<file path="config.mk">
export PLATFORM = sky130hd
export DESIGN_NAME = bct_top
export DESIGN_NICKNAME = d
export VERILOG_FILES = /design/src/design/bct_rate_gen.v /design/src/design/bct_clk_sel.v /design/src/design/bct_top.v
export VERILOG_INCLUDE_DIRS = /design/src /design/src/pkg
export SDC_FILE = /design/constraint.sdc
export NUM_CORES = 1
export LEC_CHECK = 0
export BUFFER_PORTS_ARGS = -buffer_cell sky130_fd_sc_hd__buf_2
export CORE_MARGIN = 8
export CORE_UTILIZATION = 35
export CTS_CLUSTER_SIZE = 24
export DETAILED_ROUTE_END_ITERATION = 12
export GPL_ROUTABILITY_DRIVEN = 0
export PLACE_DENSITY_LB_ADDON = 0.3
export SYNTH_ARGS = -nofsm -noshare
export SYNTH_HDL_FRONTEND = slang
export SYNTH_SLANG_ARGS = --single-unit
</file>
<file path="constraint.sdc">
create_clock -name CLK_IN -period 30 [get_ports CLK_IN]
set_input_delay 3 -clock CLK_IN [delete_from_list [all_inputs] [get_ports CLK_IN]]
set_output_delay 3 -clock CLK_IN [all_outputs]
set_load 0.02 [all_outputs]
</file>
<file path="src/pkg/bct_defs.vh">
`ifndef BCT_DEFS_VH
`define BCT_DEFS_VH

// ----------------------------------------------------------------
// Register byte offsets on the APB slave
// ----------------------------------------------------------------
`define BCT_OFF_EXT_MODE_A 12'h000
`define BCT_OFF_EXT_MODE_B 12'h004
`define BCT_OFF_AUX_CTRL 12'h008
`define BCT_OFF_PRELOAD_LO 12'h00c
`define BCT_OFF_PRELOAD_HI 12'h010
`define BCT_OFF_INT_STATUS 12'h014
`define BCT_OFF_INT_MASK 12'h018
`define BCT_OFF_CMD_A 12'h01c
`define BCT_OFF_CMD_B 12'h020
`define BCT_OFF_START 12'h024
`define BCT_OFF_STOP 12'h028
`define BCT_OFF_CLK_SEL_A 12'h02c
`define BCT_OFF_CLK_SEL_B 12'h030
`define BCT_OFF_COUNT 12'h034

// ----------------------------------------------------------------
// Field positions
// ----------------------------------------------------------------
`define BCT_EXT_RATE_BIT 0
`define BCT_AUX_MODE_BIT 6
`define BCT_AUX_SRC_LO 4
`define BCT_READY_BIT 3
`define BCT_CMD_LO 4
`define BCT_SEL_TX_LO 8

// ----------------------------------------------------------------
// Codes and reset values
// ----------------------------------------------------------------
`define BCT_CMD_TIMEOUT_ON 4'ha
`define BCT_CMD_TIMEOUT_OFF 4'hc
`define BCT_SRC_EXT_PIN 2'h0
`define BCT_SRC_REF 2'h1
`define BCT_SRC_REF_DIV16 2'h2
`define BCT_SRC_TX_A 2'h3
`define BCT_SEL_CT 6'h1f
`define BCT_SEL_EXT 6'h20
`define BCT_NUM_STD_RATES 28
`define BCT_NUM_EXT_RATES 3
`define BCT_PRESCALE_LAST 4'hf
`define BCT_PRELOAD_RST 8'h00
`define BCT_AUX_RST 3'h0
`define BCT_SEL_RST 6'h00
`define BCT_ROLLOVER 16'hffff

`endif

</file>
<file path="src/design/bct_rate_gen.v">
`include "bct_defs.vh"

// Fixed rate generator: one divider per tap, each emitting a one-cycle
// strobe at sixteen times its baud rate, counted in reference ticks.
module bct_rate_gen #(
	parameter NUM_TAPS = 31,
	parameter CW = 13
) (
	input wire clk_in,
	input wire rst_n_in,
	input wire ref_tick_in,
	input wire ext_rates_in,
	output wire [NUM_TAPS-1:0] tap_out
);

	// ------------------------------------------------------------
	// Divisor table, in reference ticks per 16x strobe.
	// ------------------------------------------------------------
	function [CW-1:0] tap_div;
		input integer idx;
		begin
			case (idx)
				0: tap_div = 13'h1200;
				1: tap_div = 13'h0c00;
				2: tap_div = 13'h0900;
				3: tap_div = 13'h082f;
				4: tap_div = 13'h06b1;
				5: tap_div = 13'h0600;
				6: tap_div = 13'h0480;
				7: tap_div = 13'h0400;
				8: tap_div = 13'h0300;
				9: tap_div = 13'h0200;
				10: tap_div = 13'h0180;
				11: tap_div = 13'h0100;
				12: tap_div = 13'h00e6;
				13: tap_div = 13'h00db;
				14: tap_div = 13'h00c0;
				15: tap_div = 13'h0080;
				16: tap_div = 13'h0073;
				17: tap_div = 13'h0060;
				18: tap_div = 13'h004d;
				19: tap_div = 13'h0040;
				20: tap_div = 13'h0030;
				21: tap_div = 13'h0020;
				22: tap_div = 13'h0018;
				23: tap_div = 13'h0012;
				24: tap_div = 13'h0010;
				25: tap_div = 13'h000c;
				26: tap_div = 13'h0008;
				27: tap_div = 13'h0006;
				28: tap_div = 13'h0004;
				29: tap_div = 13'h0002;
				default: tap_div = 13'h0001;
			endcase
		end
	endfunction

	// ------------------------------------------------------------
	// One divider per tap; extended taps stay silent unless enabled.
	// ------------------------------------------------------------
	genvar i;
	generate
		for (i = 0; i < NUM_TAPS; i = i + 1)
		begin : g_tap
			reg [CW-1:0] cnt_q;
			reg tick_q;
			wire tap_en = (i < `BCT_NUM_STD_RATES) || ext_rates_in;
			// Counting reference ticks keeps every rate proportional.
			always @(posedge clk_in or negedge rst_n_in)
			begin
				if (!rst_n_in)
				begin
					cnt_q <= {CW{1'b0}};
					tick_q <= 1'b0;
				end
				else if (ref_tick_in)
				begin
					if (cnt_q == tap_div(i) - 1'b1)
					begin
						cnt_q <= {CW{1'b0}};
						tick_q <= tap_en;
					end
					else
					begin
						cnt_q <= cnt_q + 1'b1;
						tick_q <= 1'b0;
					end
				end
				else
				begin
					tick_q <= 1'b0;
				end
			end
			assign tap_out[i] = tick_q;
		end
	endgenerate

endmodule

</file>
<file path="src/design/bct_clk_sel.v">
`include "bct_defs.vh"

// One clock selector: picks a rate tap, the counter/timer or an
// external timing input and re-times the chosen strobe.
module bct_clk_sel #(
	parameter NUM_TAPS = 31
) (
	input wire clk_in,
	input wire rst_n_in,
	input wire [5:0] sel_in,
	input wire [NUM_TAPS-1:0] taps_in,
	input wire ct_tick_in,
	input wire ext_tick_in,
	output reg tick_out
);

	reg pick;

	// ------------------------------------------------------------
	// Source choice; unassigned codes give no clock at all.
	// ------------------------------------------------------------
	always @*
	begin
		pick = 1'b0;
		if (sel_in == `BCT_SEL_CT)
			pick = ct_tick_in;
		else if (sel_in == `BCT_SEL_EXT)
			pick = ext_tick_in;
		else if (sel_in < NUM_TAPS)
			pick = taps_in[sel_in[4:0]];
	end

	// Registered so the strobe is glitch free for the channel logic.
	always @(posedge clk_in or negedge rst_n_in)
	begin
		if (!rst_n_in)
			tick_out <= 1'b0;
		else
			tick_out <= pick;
	end

endmodule

</file>
<file path="src/design/bct_top.v">
// The APB interface to the registers and the register addresses were decided locally.
`include "bct_defs.vh"

module bct_top #(
	parameter NUM_TAPS = 31,
	parameter AW = 12
) (
	input wire CLK_IN,
	input wire NRST_IN,
	input wire REF_CLOCK_IN,
	input wire EXT_CT_IN,
	input wire EXT_CLK_A_IN,
	input wire EXT_CLK_B_IN,
	input wire RX_CHAR_A_IN,
	input wire RX_CHAR_B_IN,
	input wire PSEL_IN,
	input wire PENABLE_IN,
	input wire PWRITE_IN,
	input wire [AW-1:0] PADDR_IN,
	input wire [31:0] PWDATA_IN,
	output wire [31:0] PRDATA_OUT,
	output wire PREADY_OUT,
	output wire PSLVERR_OUT,
	output wire IRQ_OUT,
	output wire CT_OUT_OUT,
	output wire RX_CLK_A_OUT,
	output wire TX_CLK_A_OUT,
	output wire RX_CLK_B_OUT,
	output wire TX_CLK_B_OUT
);

	// ------------------------------------------------------------
	// Declarations
	// ------------------------------------------------------------
	reg rst_meta_q;
	reg rst_n_q;
	reg [3:0] pin_meta_q;
	reg [3:0] pin_sync_q;
	reg [3:0] pin_prev_q;
	reg [3:0] pre_q;
	reg [2:0] ext_a_q;
	reg [2:0] ext_b_q;
	reg [2:0] aux_q;
	reg [7:0] pre_lo_q;
	reg [7:0] pre_hi_q;
	reg ready_q;
	reg mask_q;
	reg [5:0] sel_q [0:3];
	reg to_a_q;
	reg to_b_q;
	reg [15:0] count_q;
	reg ct_out_q;
	reg ct_prev_q;
	reg running_q;
	reg [31:0] rdata_q;
	reg [31:0] rd_mux;
	reg ct_tick;
	wire [3:0] pin_rise;
	wire ref_tick;
	wire ref16_tick;
	wire [NUM_TAPS-1:0] taps;
	wire [3:0] sel_tick;
	wire [15:0] preload;
	wire ct_fall;
	wire setup_rd;
	wire acc;
	wire wr;
	wire rd;
	wire [3:0] idx;
	wire start_cmd;
	wire stop_cmd;
	wire [3:0] cmd;
	wire to_on_a;
	wire to_on_b;
	wire to_any;
	wire to_enter;
	wire char_in;
	wire expire;
	wire timer_mode;

	// ------------------------------------------------------------
	// Address decode
	// ------------------------------------------------------------
	// Gives a register number, or 4'hf for an unmapped address.
	function [3:0] reg_index;
		input [AW-1:0] a;
		begin
			if (a == `BCT_OFF_EXT_MODE_A)
				reg_index = 4'h0;
			else if (a == `BCT_OFF_EXT_MODE_B)
				reg_index = 4'h1;
			else if (a == `BCT_OFF_AUX_CTRL)
				reg_index = 4'h2;
			else if (a == `BCT_OFF_PRELOAD_LO)
				reg_index = 4'h3;
			else if (a == `BCT_OFF_PRELOAD_HI)
				reg_index = 4'h4;
			else if (a == `BCT_OFF_INT_STATUS)
				reg_index = 4'h5;
			else if (a == `BCT_OFF_INT_MASK)
				reg_index = 4'h6;
			else if (a == `BCT_OFF_CMD_A)
				reg_index = 4'h7;
			else if (a == `BCT_OFF_CMD_B)
				reg_index = 4'h8;
			else if (a == `BCT_OFF_START)
				reg_index = 4'h9;
			else if (a == `BCT_OFF_STOP)
				reg_index = 4'ha;
			else if (a == `BCT_OFF_CLK_SEL_A)
				reg_index = 4'hb;
			else if (a == `BCT_OFF_CLK_SEL_B)
				reg_index = 4'hc;
			else if (a == `BCT_OFF_COUNT)
				reg_index = 4'hd;
			else
				reg_index = 4'hf;
		end
	endfunction

	// ------------------------------------------------------------
	// Reset release and pin synchronisers
	// ------------------------------------------------------------
	// Reset asserts at once but leaves through two flops.
	always @(posedge CLK_IN or negedge NRST_IN)
	begin
		if (!NRST_IN)
		begin
			rst_meta_q <= 1'b0;
			rst_n_q <= 1'b0;
		end
		else
		begin
			rst_meta_q <= 1'b1;
			rst_n_q <= rst_meta_q;
		end
	end

	// The reference clock pin is sampled, not used as a clock, so the
	// reference must stay well below half of CLK_IN.
	always @(posedge CLK_IN or negedge rst_n_q)
	begin
		if (!rst_n_q)
		begin
			pin_meta_q <= 4'h0;
			pin_sync_q <= 4'h0;
			pin_prev_q <= 4'h0;
		end
		else
		begin
			pin_meta_q <= {EXT_CLK_B_IN, EXT_CLK_A_IN, EXT_CT_IN,
				REF_CLOCK_IN};
			pin_sync_q <= pin_meta_q;
			pin_prev_q <= pin_sync_q;
		end
	end

	assign pin_rise = pin_sync_q & ~pin_prev_q;
	assign ref_tick = pin_rise[0];

	// Divide-by-16 prescaler for the slow counter clock source.
	always @(posedge CLK_IN or negedge rst_n_q)
	begin
		if (!rst_n_q)
			pre_q <= 4'h0;
		else if (ref_tick)
			pre_q <= pre_q + 1'b1;
	end

	assign ref16_tick = ref_tick && (pre_q == `BCT_PRESCALE_LAST);

	// ------------------------------------------------------------
	// Rate generator and clock selectors
	// ------------------------------------------------------------
	bct_rate_gen #(
		.NUM_TAPS(NUM_TAPS),
		.CW(13)
	) u_rate_gen (
		.clk_in(CLK_IN),
		.rst_n_in(rst_n_q),
		.ref_tick_in(ref_tick),
		.ext_rates_in(ext_a_q[`BCT_EXT_RATE_BIT]),
		.tap_out(taps)
	);

	// Order: receiver A, transmitter A, receiver B, transmitter B.
	genvar s;
	generate
		for (s = 0; s < 4; s = s + 1)
		begin : g_sel
			bct_clk_sel #(
				.NUM_TAPS(NUM_TAPS)
			) u_sel (
				.clk_in(CLK_IN),
				.rst_n_in(rst_n_q),
				.sel_in(sel_q[s]),
				.taps_in(taps),
				.ct_tick_in(ct_fall),
				.ext_tick_in(pin_rise[2 + s / 2]),
				.tick_out(sel_tick[s])
			);
		end
	endgenerate

	assign RX_CLK_A_OUT = sel_tick[0];
	assign TX_CLK_A_OUT = sel_tick[1];
	assign RX_CLK_B_OUT = sel_tick[2];
	assign TX_CLK_B_OUT = sel_tick[3];

	// ------------------------------------------------------------
	// APB slave
	// ------------------------------------------------------------
	assign setup_rd = PSEL_IN && !PENABLE_IN && !PWRITE_IN;
	assign acc = PSEL_IN && PENABLE_IN;
	assign wr = acc && PWRITE_IN;
	assign rd = acc && !PWRITE_IN;
	assign idx = reg_index(PADDR_IN);
	assign PREADY_OUT = 1'b1;
	assign PSLVERR_OUT = acc && (idx == 4'hf);
	assign PRDATA_OUT = rdata_q;
	assign start_cmd = rd && (idx == 4'h9);
	assign stop_cmd = rd && (idx == 4'ha);
	assign cmd = PWDATA_IN[`BCT_CMD_LO+3:`BCT_CMD_LO];
	assign to_on_a = wr && (idx == 4'h7) && (cmd == `BCT_CMD_TIMEOUT_ON);
	assign to_on_b = wr && (idx == 4'h8) && (cmd == `BCT_CMD_TIMEOUT_ON);

	// Read data is built in the setup cycle so it is a flop output
	// when the zero-wait access phase samples it.
	always @*
	begin
		rd_mux = 32'h0;
		if (idx == 4'h0)
			rd_mux = {29'h0, ext_a_q};
		else if (idx == 4'h1)
			rd_mux = {29'h0, ext_b_q};
		else if (idx == 4'h2)
			rd_mux = {25'h0, aux_q, 4'h0};
		else if (idx == 4'h3)
			rd_mux = {24'h0, pre_lo_q};
		else if (idx == 4'h4)
			rd_mux = {24'h0, pre_hi_q};
		else if (idx == 4'h5)
			rd_mux = {28'h0, ready_q, 3'h0};
		else if (idx == 4'h6)
			rd_mux = {28'h0, mask_q, 3'h0};
		else if (idx == 4'hb)
			rd_mux = {18'h0, sel_q[1], 2'h0, sel_q[0]};
		else if (idx == 4'hc)
			rd_mux = {18'h0, sel_q[3], 2'h0, sel_q[2]};
		else if (idx == 4'hd)
			rd_mux = {15'h0, ct_out_q, count_q};
	end

	always @(posedge CLK_IN or negedge rst_n_q)
	begin
		if (!rst_n_q)
			rdata_q <= 32'h0;
		else if (setup_rd)
			rdata_q <= rd_mux;
	end

	// Software registers; channel B extended bits are kept but unused.
	always @(posedge CLK_IN or negedge rst_n_q)
	begin
		if (!rst_n_q)
		begin
			ext_a_q <= 3'h0;
			ext_b_q <= 3'h0;
			aux_q <= `BCT_AUX_RST;
			pre_lo_q <= `BCT_PRELOAD_RST;
			pre_hi_q <= `BCT_PRELOAD_RST;
			mask_q <= 1'b0;
			sel_q[0] <= `BCT_SEL_RST;
			sel_q[1] <= `BCT_SEL_RST;
			sel_q[2] <= `BCT_SEL_RST;
			sel_q[3] <= `BCT_SEL_RST;
		end
		else if (wr)
		begin
			if (idx == 4'h0)
				ext_a_q <= PWDATA_IN[2:0];
			else if (idx == 4'h1)
				ext_b_q <= PWDATA_IN[2:0];
			else if (idx == 4'h2)
				aux_q <= PWDATA_IN[`BCT_AUX_MODE_BIT:`BCT_AUX_SRC_LO];
			else if (idx == 4'h3)
				pre_lo_q <= PWDATA_IN[7:0];
			else if (idx == 4'h4)
				pre_hi_q <= PWDATA_IN[7:0];
			else if (idx == 4'h6)
				mask_q <= PWDATA_IN[`BCT_READY_BIT];
			else if (idx == 4'hb)
			begin
				sel_q[0] <= PWDATA_IN[5:0];
				sel_q[1] <= PWDATA_IN[`BCT_SEL_TX_LO+5:`BCT_SEL_TX_LO];
			end
			else if (idx == 4'hc)
			begin
				sel_q[2] <= PWDATA_IN[5:0];
				sel_q[3] <= PWDATA_IN[`BCT_SEL_TX_LO+5:`BCT_SEL_TX_LO];
			end
		end
	end

	// ------------------------------------------------------------
	// Time-out mode enables
	// ------------------------------------------------------------
	always @(posedge CLK_IN or negedge rst_n_q)
	begin
		if (!rst_n_q)
		begin
			to_a_q <= 1'b0;
			to_b_q <= 1'b0;
		end
		else if (wr && (idx == 4'h7))
		begin
			if (cmd == `BCT_CMD_TIMEOUT_ON)
				to_a_q <= 1'b1;
			else if (cmd == `BCT_CMD_TIMEOUT_OFF)
				to_a_q <= 1'b0;
		end
		else if (wr && (idx == 4'h8))
		begin
			if (cmd == `BCT_CMD_TIMEOUT_ON)
				to_b_q <= 1'b1;
			else if (cmd == `BCT_CMD_TIMEOUT_OFF)
				to_b_q <= 1'b0;
		end
	end

	assign to_any = to_a_q || to_b_q;
	assign to_enter = to_on_a || to_on_b;
	// Either enabled receiver restarts the shared counter.
	assign char_in = (RX_CHAR_A_IN && to_a_q) || (RX_CHAR_B_IN && to_b_q);

	// ------------------------------------------------------------
	// Counter/timer
	// ------------------------------------------------------------
	assign preload = {pre_hi_q, pre_lo_q};
	assign timer_mode = aux_q[2];

	// Clock source choice from the auxiliary field.
	always @*
	begin
		case (aux_q[1:0])
			`BCT_SRC_EXT_PIN: ct_tick = pin_rise[1];
			`BCT_SRC_REF: ct_tick = ref_tick;
			`BCT_SRC_REF_DIV16: ct_tick = ref16_tick;
			default: ct_tick = sel_tick[1];
		endcase
	end

	assign expire = to_any && running_q && ct_tick
		&& (count_q <= 16'h0001);

	// Start and stop are ignored in time-out mode, where received
	// characters alone restart the count.
	always @(posedge CLK_IN or negedge rst_n_q)
	begin
		if (!rst_n_q)
		begin
			count_q <= 16'h0000;
			ct_out_q <= 1'b1;
			running_q <= 1'b0;
		end
		else if (to_any || to_enter)
		begin
			if (to_enter)
				running_q <= 1'b0;
			else if (char_in)
			begin
				count_q <= preload;
				running_q <= 1'b1;
			end
			else if (expire)
			begin
				count_q <= 16'h0000;
				running_q <= 1'b0;
			end
			else if (running_q && ct_tick)
				count_q <= count_q - 1'b1;
		end
		else if (timer_mode)
		begin
			// Stop has no effect here: the wave keeps running.
			if (start_cmd)
			begin
				count_q <= preload;
				ct_out_q <= 1'b1;
			end
			else if (ct_tick)
			begin
				if (count_q <= 16'h0001)
				begin
					count_q <= preload;
					ct_out_q <= ~ct_out_q;
				end
				else
					count_q <= count_q - 1'b1;
			end
		end
		else
		begin
			if (start_cmd)
			begin
				count_q <= preload;
				ct_out_q <= 1'b1;
				running_q <= 1'b1;
			end
			else if (stop_cmd)
				running_q <= 1'b0;
			else if (running_q && ct_tick)
			begin
				if (count_q == 16'h0000)
					count_q <= `BCT_ROLLOVER;
				else
					count_q <= count_q - 1'b1;
				if (count_q == 16'h0001)
					ct_out_q <= 1'b0;
			end
		end
	end

	// Falling output edge, a one-cycle strobe in the first cycle the output is low.
	always @(posedge CLK_IN or negedge rst_n_q)
	begin
		if (!rst_n_q)
			ct_prev_q <= 1'b1;
		else
			ct_prev_q <= ct_out_q;
	end

	assign ct_fall = ct_prev_q && !ct_out_q;
	assign CT_OUT_OUT = ct_out_q;

	// ------------------------------------------------------------
	// Ready flag and interrupt
	// ------------------------------------------------------------
	// A set in the same cycle as any clear wins, so no event is lost.
	always @(posedge CLK_IN or negedge rst_n_q)
	begin
		if (!rst_n_q)
			ready_q <= 1'b0;
		else if ((ct_fall && !to_any) || expire)
			ready_q <= 1'b1;
		else if (stop_cmd || to_enter || (to_any && char_in))
			ready_q <= 1'b0;
		else if (wr && (idx == 4'h5) && PWDATA_IN[`BCT_READY_BIT])
			ready_q <= 1'b0;
	end

	assign IRQ_OUT = ready_q && mask_q;

endmodule

</file>
# --- Word level (Yosys, flattened, before mapping) ---
# Index checks and enable logic that the tools add are counted.
# Widths: inputs -> output; s select.
word_totals:
  mem_bits_ro: 0
  mem_bits_rw: 0
  n_memories: 0
  out_inout_bits: 40
  input_bits: 55
  elab_cells: 455
  latch_bits: 0
  reg_bits: 560
classes:
  shifts: 0
  n_mux: 171
  add_sub_neg: 33
  eq_ne: 80
  order_cmp: 9
  div_mod_pow: 0
  n_mul: 0
  n_bitwise: 12
  n_reduce_logical: 60
ops:
  columns: ["op", "count"]
  rows:
  - ["$add 13x1->13 const B", 31]
  - ["$mux 13", 31]
  - ["$mux 16", 13]
  - ["$mux 17", 10]
  - ["$mux 1", 98]
  - ["$eq 12x6->1 const B", 6]
  - ["$eq 13x7->1 const B", 4]
  - ["$eq 13x8->1 const B", 4]
  - ["$eq 12x5->1 const B", 4]
  - ["$eq 4x4->1 const B", 10]
  - ["$eq 13x11->1 const B", 3]
  - ["$eq 13x12->1 const B", 3]
  - ["$eq 13x5->1 const B", 3]
  - ["$mux 4", 8]
  - ["$eq 13x10->1 const B", 2]
  - ["$eq 13x3->1 const B", 2]
  - ["$eq 13x4->1 const B", 2]
  - ["$eq 13x6->1 const B", 2]
  - ["$eq 13x9->1 const B", 2]
  - ["$logic_and 1x1->1", 25]
  - ["$eq 12x4->1 const B", 2]
  - ["$eq 6x5->1 const B", 4]
  - ["$eq 6x6->1 const B", 4]
  - ["$lt 5x6->1 const B", 4]
  - ["46 further kinds", 88]

# --- Depth between registers and ports, before layout ---
depth:
  depth_word: 26
  ltp_mapped: 10
  depth_no_buf: 8

# --- Modules after synthesis ---
# Synthesis repeated with hierarchy kept, for this count alone.
hier_totals:
  hier_cells: 2689
  area_unflattened_um2: 27659.0
modules_own_cells:
  columns: ["module", "area_each_um2", "n_inst", "cells_each", "seq_area_each_um2"]
  rows:
  - ["bct_rate_gen", 20129.3, 1, 1905, 10860.4]
  - ["bct_top", 5933.2, 1, 588, 2680.1]
  - ["bct_clk_sel", 399.1, 4, 49, 25.0]

# --- Worst setup path before layout ---
# OpenSTA, ideal clock, no wires.
synth_timing:
  path_kind: "input port to output port"
  startpoint: "input PADDR_IN[1]"
  endpoint: "output PSLVERR_OUT"
  required_ns: 27.000
  arrival_time_ns: 4.095
  path_buffers: 0
  setup_slack_ns: 22.905
  stages: 3
  cell_sequence: "or4_1 > nor2_1 > a21oi_1"
synth_between:
  elab_chain_len: 17
  elab_cells_between_ends: 30
  cone_classes: "eq/ne (14); mux (14); reduce/logical (2)"
synth_rtl:
  columns: ["item", "line_no", "source"]
  rows:
  - ["from (decl)", "bct_top.v:19", "input wire [AW-1:0] PADDR_IN,"]
  - ["$eq 12x6->1 (no line)", null, null]
  - ["$mux 2", "bct_top.v:114", "else if (a == `BCT_OFF_COUNT)"]
  - ["$mux 2", "bct_top.v:112", "else if (a == `BCT_OFF_CLK_SEL_B)"]
  - ["$mux 3", "bct_top.v:110", "else if (a == `BCT_OFF_CLK_SEL_A)"]
  - ["$mux 3", "bct_top.v:108", "else if (a == `BCT_OFF_STOP)"]
  - ["$mux 3", "bct_top.v:106", "else if (a == `BCT_OFF_START)"]
  - ["$mux 3", "bct_top.v:104", "else if (a == `BCT_OFF_CMD_B)"]
  - ["$mux 4", "bct_top.v:102", "else if (a == `BCT_OFF_CMD_A)"]
  - ["$mux 4", "bct_top.v:100", "else if (a == `BCT_OFF_INT_MASK)"]
  - ["$mux 4", "bct_top.v:98", "else if (a == `BCT_OFF_INT_STATUS)"]
  - ["$mux 4", "bct_top.v:96", "else if (a == `BCT_OFF_PRELOAD_HI)"]
  - ["$mux 4", "bct_top.v:94", "else if (a == `BCT_OFF_PRELOAD_LO)"]
  - ["$mux 4", "bct_top.v:92", "else if (a == `BCT_OFF_AUX_CTRL)"]
  - ["$mux 4", "bct_top.v:90", "else if (a == `BCT_OFF_EXT_MODE_B)"]
  - ["$mux 4 *", "bct_top.v:88", "if (a == `BCT_OFF_EXT_MODE_A)"]
  - ["$eq 4x4->1 *", "bct_top.v:219", "assign PSLVERR_OUT = acc && (idx == 4'hf);"]
  - ["$logic_and 1x1->1 *", "bct_top.v:219", null]
  - ["to (decl)", "bct_top.v:23", "output wire PSLVERR_OUT,"]
# Every way passes the cells marked *; elsewhere a longest branch is shown, timed or not.

# --- Worst setup path after layout ---
# Same ends and word-level chain as after synthesis.

==> flow_summary.yaml <==
job:
  maxCapViolations: 0
pwr:
  swShare: 0.295
  comb_power_share: 0.152
  p_clk_frac: 0.372
  p_int_mw: 1.41
  p_seq_frac: 0.476
  power_switching_uw: 589
  p_leak_nw: 13.1
  vdd_drop_max_mv: 0.0470
  power_density_nw_per_um2: 66.8
timing:
  finClkSkew_ps: 31.9
  grt_setup_unrepaired: "false"
  worst_pin_slew_ps: 1240
  holdWs_ps: 260
  drv_slew: 0
  period_share: 0.253
  final.setup.tns_ps: 0
  final.min_clock_period_ps: 7600
  max_freq_ghz: 0.132
  timing.final.hold_violations: 0
  slew_headroom: 0.170
  setup_violations: 0
floorplanning:
  rows: 101
  die-area_um2: 85000
  die_w_um: 292
  core_um2: 75600
  start_util: 0.352
  io-pin-count: 95
  die_h_um: 292
synth:
  syn_area_um2: 26600
  synthArstFlopShare: 1.00
  synth_top_flop_cell: "dfrtp_1"
  synth_cell_type_count: 74
  synth_edf_count: 0
  ys.warnings.count: 0
  synth-seq-area-share: 0.513
  avgSynthCellArea_um2: 10.5
  synth-seq-cells: 545
  synthCells: 2540
clocking:
  root_buffer: "clkbuf_16"
  cts_setup_buffers: 0
  clk_latency_ps: 630
  cts_buffer_depth: 3
  cts_buffers: 58
  cts_tree: "done"
  clock-sinks: 545
  post_cts_resized: 0
  clk_pin_slew_ps: 60
  ctsHoldBuffers: 0
  htreeDepth: 2
setup_path:
  cpMostUsedCell: "buf_2"
  cp_top_family: "simple AND/OR/NAND/NOR gates"
  end_kind: "output port"
  r2r_end: "count_q[13]"
  required_ps: 27000
  max_stage_delay_ps: 670
  rr_worst_depth: 7
  arrival_ps: 4600
  timing.critical_path.buf_inv: 2
  path_cells: "buf_2, or4_1, nor2_1, a21oi_1, buf_2"
  worstSetupStartpointType: "input pin"
  cp_max_fo: 7
  reg2reg_slack_ps: 26720
  path_class: "input pin to output port"
  cp_slowest_cell: "or4_1"
  r2r-start: "pin_sync_q[0]"
finish:
  drive_gt1_frac: 0.108
  finalNetCount: 2686
  final_cell_mix: "dfrtp_1 (542), nand2_1 (295), xnor2_1 (213)"
  final_cell_area_um2: 29900
  final_common_cell: "dfrtp_1"
  nFillCells: 7268
  multi_input_comb_area_um2: 12400
  seqCellArea_um2: 13600
  synthToLayoutAreaGrowth_pct: 12.4
detailed_routing:
  drt-initial-drc-count: 1363
  drt-total-wl_mm: 59.0
  via_per_inst: 5.33
  wire_per_inst_um: 16.3
  via_count: 19275
  dr.pass1.iters: 6
  drc_errors: 0
  ant_nets: 0
grt:
  grt_pass1_wl_mm: 100
  grt_usage: 0.138
  grt_overflow: 0
  grt_max_degree: 165
  antenna_found_initial: 7
  grt_pass1_vias: 19589
placement:
  dp_hpwl_mm: 40.1
  placement.io_buffers: 60
  placed_cell_area_um2: 27900
worst_hold_path:
  min_path_type: "register to asynchronous set/reset pin"
run_status:
  status: "completed"
==> cells by family after synthesis <==
kind of cell    share of synthesized area
simple gates                        0.209
flops                               0.513
compound gates                     0.0726
xor+xnor                           0.0995
buf+inv                            0.0237
mux                                0.0607
fa+ha+maj                          0.0212
other cells                      0.000282
==> worst reg2reg max path, cell delays in order (launching register included) <==
cell and delay (ps):
dfrtp_1 410, nor2b_4 190, buf_12 380, a211oi_1 270, or2_2 400, o31ai_1 300, and3_1 790, mux2_2 430
==> area by class of cell <==
cell class                      instances  share of cell area
Sequential cell                       545               0.457
Multi-Input combinational cell       1864               0.415
Clock buffer                           80              0.0557
Tap cell                              978              0.0410
Timing Repair Buffer                   74              0.0140
Clock inverter                         29              0.0118
Inverter                               43             0.00540
Antenna cell                            2            0.000167
==> state kept, by name, summed over array words and instances, names as in the netlist, 4 cells and up <==
| name | count |
|---|---|
| pre_lo_q | 8 |
| pin_sync_q | 4 |
| pre_hi_q | 8 |
| PRDATA_OUT | 17 |
| count_q | 16 |
| sel_q | 24 |
| g_sel.u_sel.tick_out | 4 |
| pin_meta_q | 4 |
| pre_q | 4 |
| u_rate_gen.g_tap.tick_q | 31 |
| pin_prev_q | 4 |
| u_rate_gen.g_tap.cnt_q | 403 |
==> routing by layer <==
metal  up-vias  wire, um  GRT usage
met5         -         0          0
met4         0      1810     0.0492
met3       115      2900     0.0232
met2       455     27700      0.230
met1      9557     26600      0.182
li1       9148         -          -
==> power by group through the flow <==
stage	sequential, mW	combinational (mW)	clock (mW)
6_report	0.949	0.304	0.742
5_1_grt	0.966	0.351	0.798
4_1_cts	0.947	0.306	0.769
3_5_place_dp	0.959	0.305	0
3_3_place_gp	0.953	0.292	0
2_1_floorplan	0.938	0.240	0
==> per-stage QoR <==
| stage | util | std cells | setup WS [ps] | total power, mW |
|---|---|---|---|---|
| after floorplan | - | 2555 | 13690 | 1.18 |
| after global placement | 0.369 | 3504 | 22390 | 1.24 |
| after detailed placement | 0.369 | 3504 | 22420 | 1.26 |
| after CTS | 0.395 | 3613 | 22410 | 2.02 |
| after global routing | 0.395 | 3615 | 22310 | 2.12 |
| final | 0.395 | 3615 | 22400 | 1.99 |
==> Yosys cell counts (6+ instances only) <==
cell type | number | share of area
dfrtp_1 | 543 | 0.51
nand2_1 | 295 | 0.042
xnor2_1 | 213 | 0.070
nor2_1 | 183 | 0.026
nand3_1 | 155 | 0.029
nand4_1 | 97 | 0.023
o21ai_0 | 95 | 0.018
xor2_1 | 89 | 0.029
and3_1 | 73 | 0.017
clkbuf_1 | 70 | 0.0099
nor3_1 | 68 | 0.013
mux2_2 | 47 | 0.020
nor4_1 | 47 | 0.011
a21oi_1 | 45 | 0.0085
ha_1 | 45 | 0.021
inv_1 | 43 | 0.0061
mux4_2 | 33 | 0.028
o31ai_1 | 31 | 0.0088
and2_1 | 23 | 0.0054
a21o_1 | 22 | 0.0062
o22ai_1 | 19 | 0.0045
or4_1 | 19 | 0.0054
mux2_1 | 18 | 0.0076
nand2b_1 | 18 | 0.0042
buf_4 | 17 | 0.0048
nor2b_1 | 17 | 0.0040
nor4b_1 | 16 | 0.0053
mux2i_1 | 14 | 0.0053
a31oi_1 | 13 | 0.0031
o21ai_1 | 12 | 0.0023
a22oi_1 | 11 | 0.0031
a222oi_1 | 10 | 0.0038
and4_1 | 10 | 0.0033
or3_1 | 10 | 0.0024
a311oi_1 | 9 | 0.0030
nand3b_1 | 8 | 0.0023
nor3b_1 | 8 | 0.0023
buf_1 | 7 | 0.00099
buf_2 | 7 | 0.0013
nand4b_1 | 7 | 0.0023
or2_2 | 7 | 0.0016
o211ai_1 | 6 | 0.0017
==> worst max-delay path by stage <==
| stage | from | end | cells past startpoint |
|---|---|---|---|
| detailed placement | PADDR_IN[1] | PSLVERR_OUT | 5 |
| finish | PADDR_IN[1] | PSLVERR_OUT | 5 |
| global placement | PADDR_IN[1] | PSLVERR_OUT | 5 |
| CTS | PADDR_IN[1] | PSLVERR_OUT | 5 |
| floorplan | rst_n_q | PRDATA_OUT[0] | 0 |
| global route | PADDR_IN[1] | PSLVERR_OUT | 5 |
(Power assumes the default switching activity.)
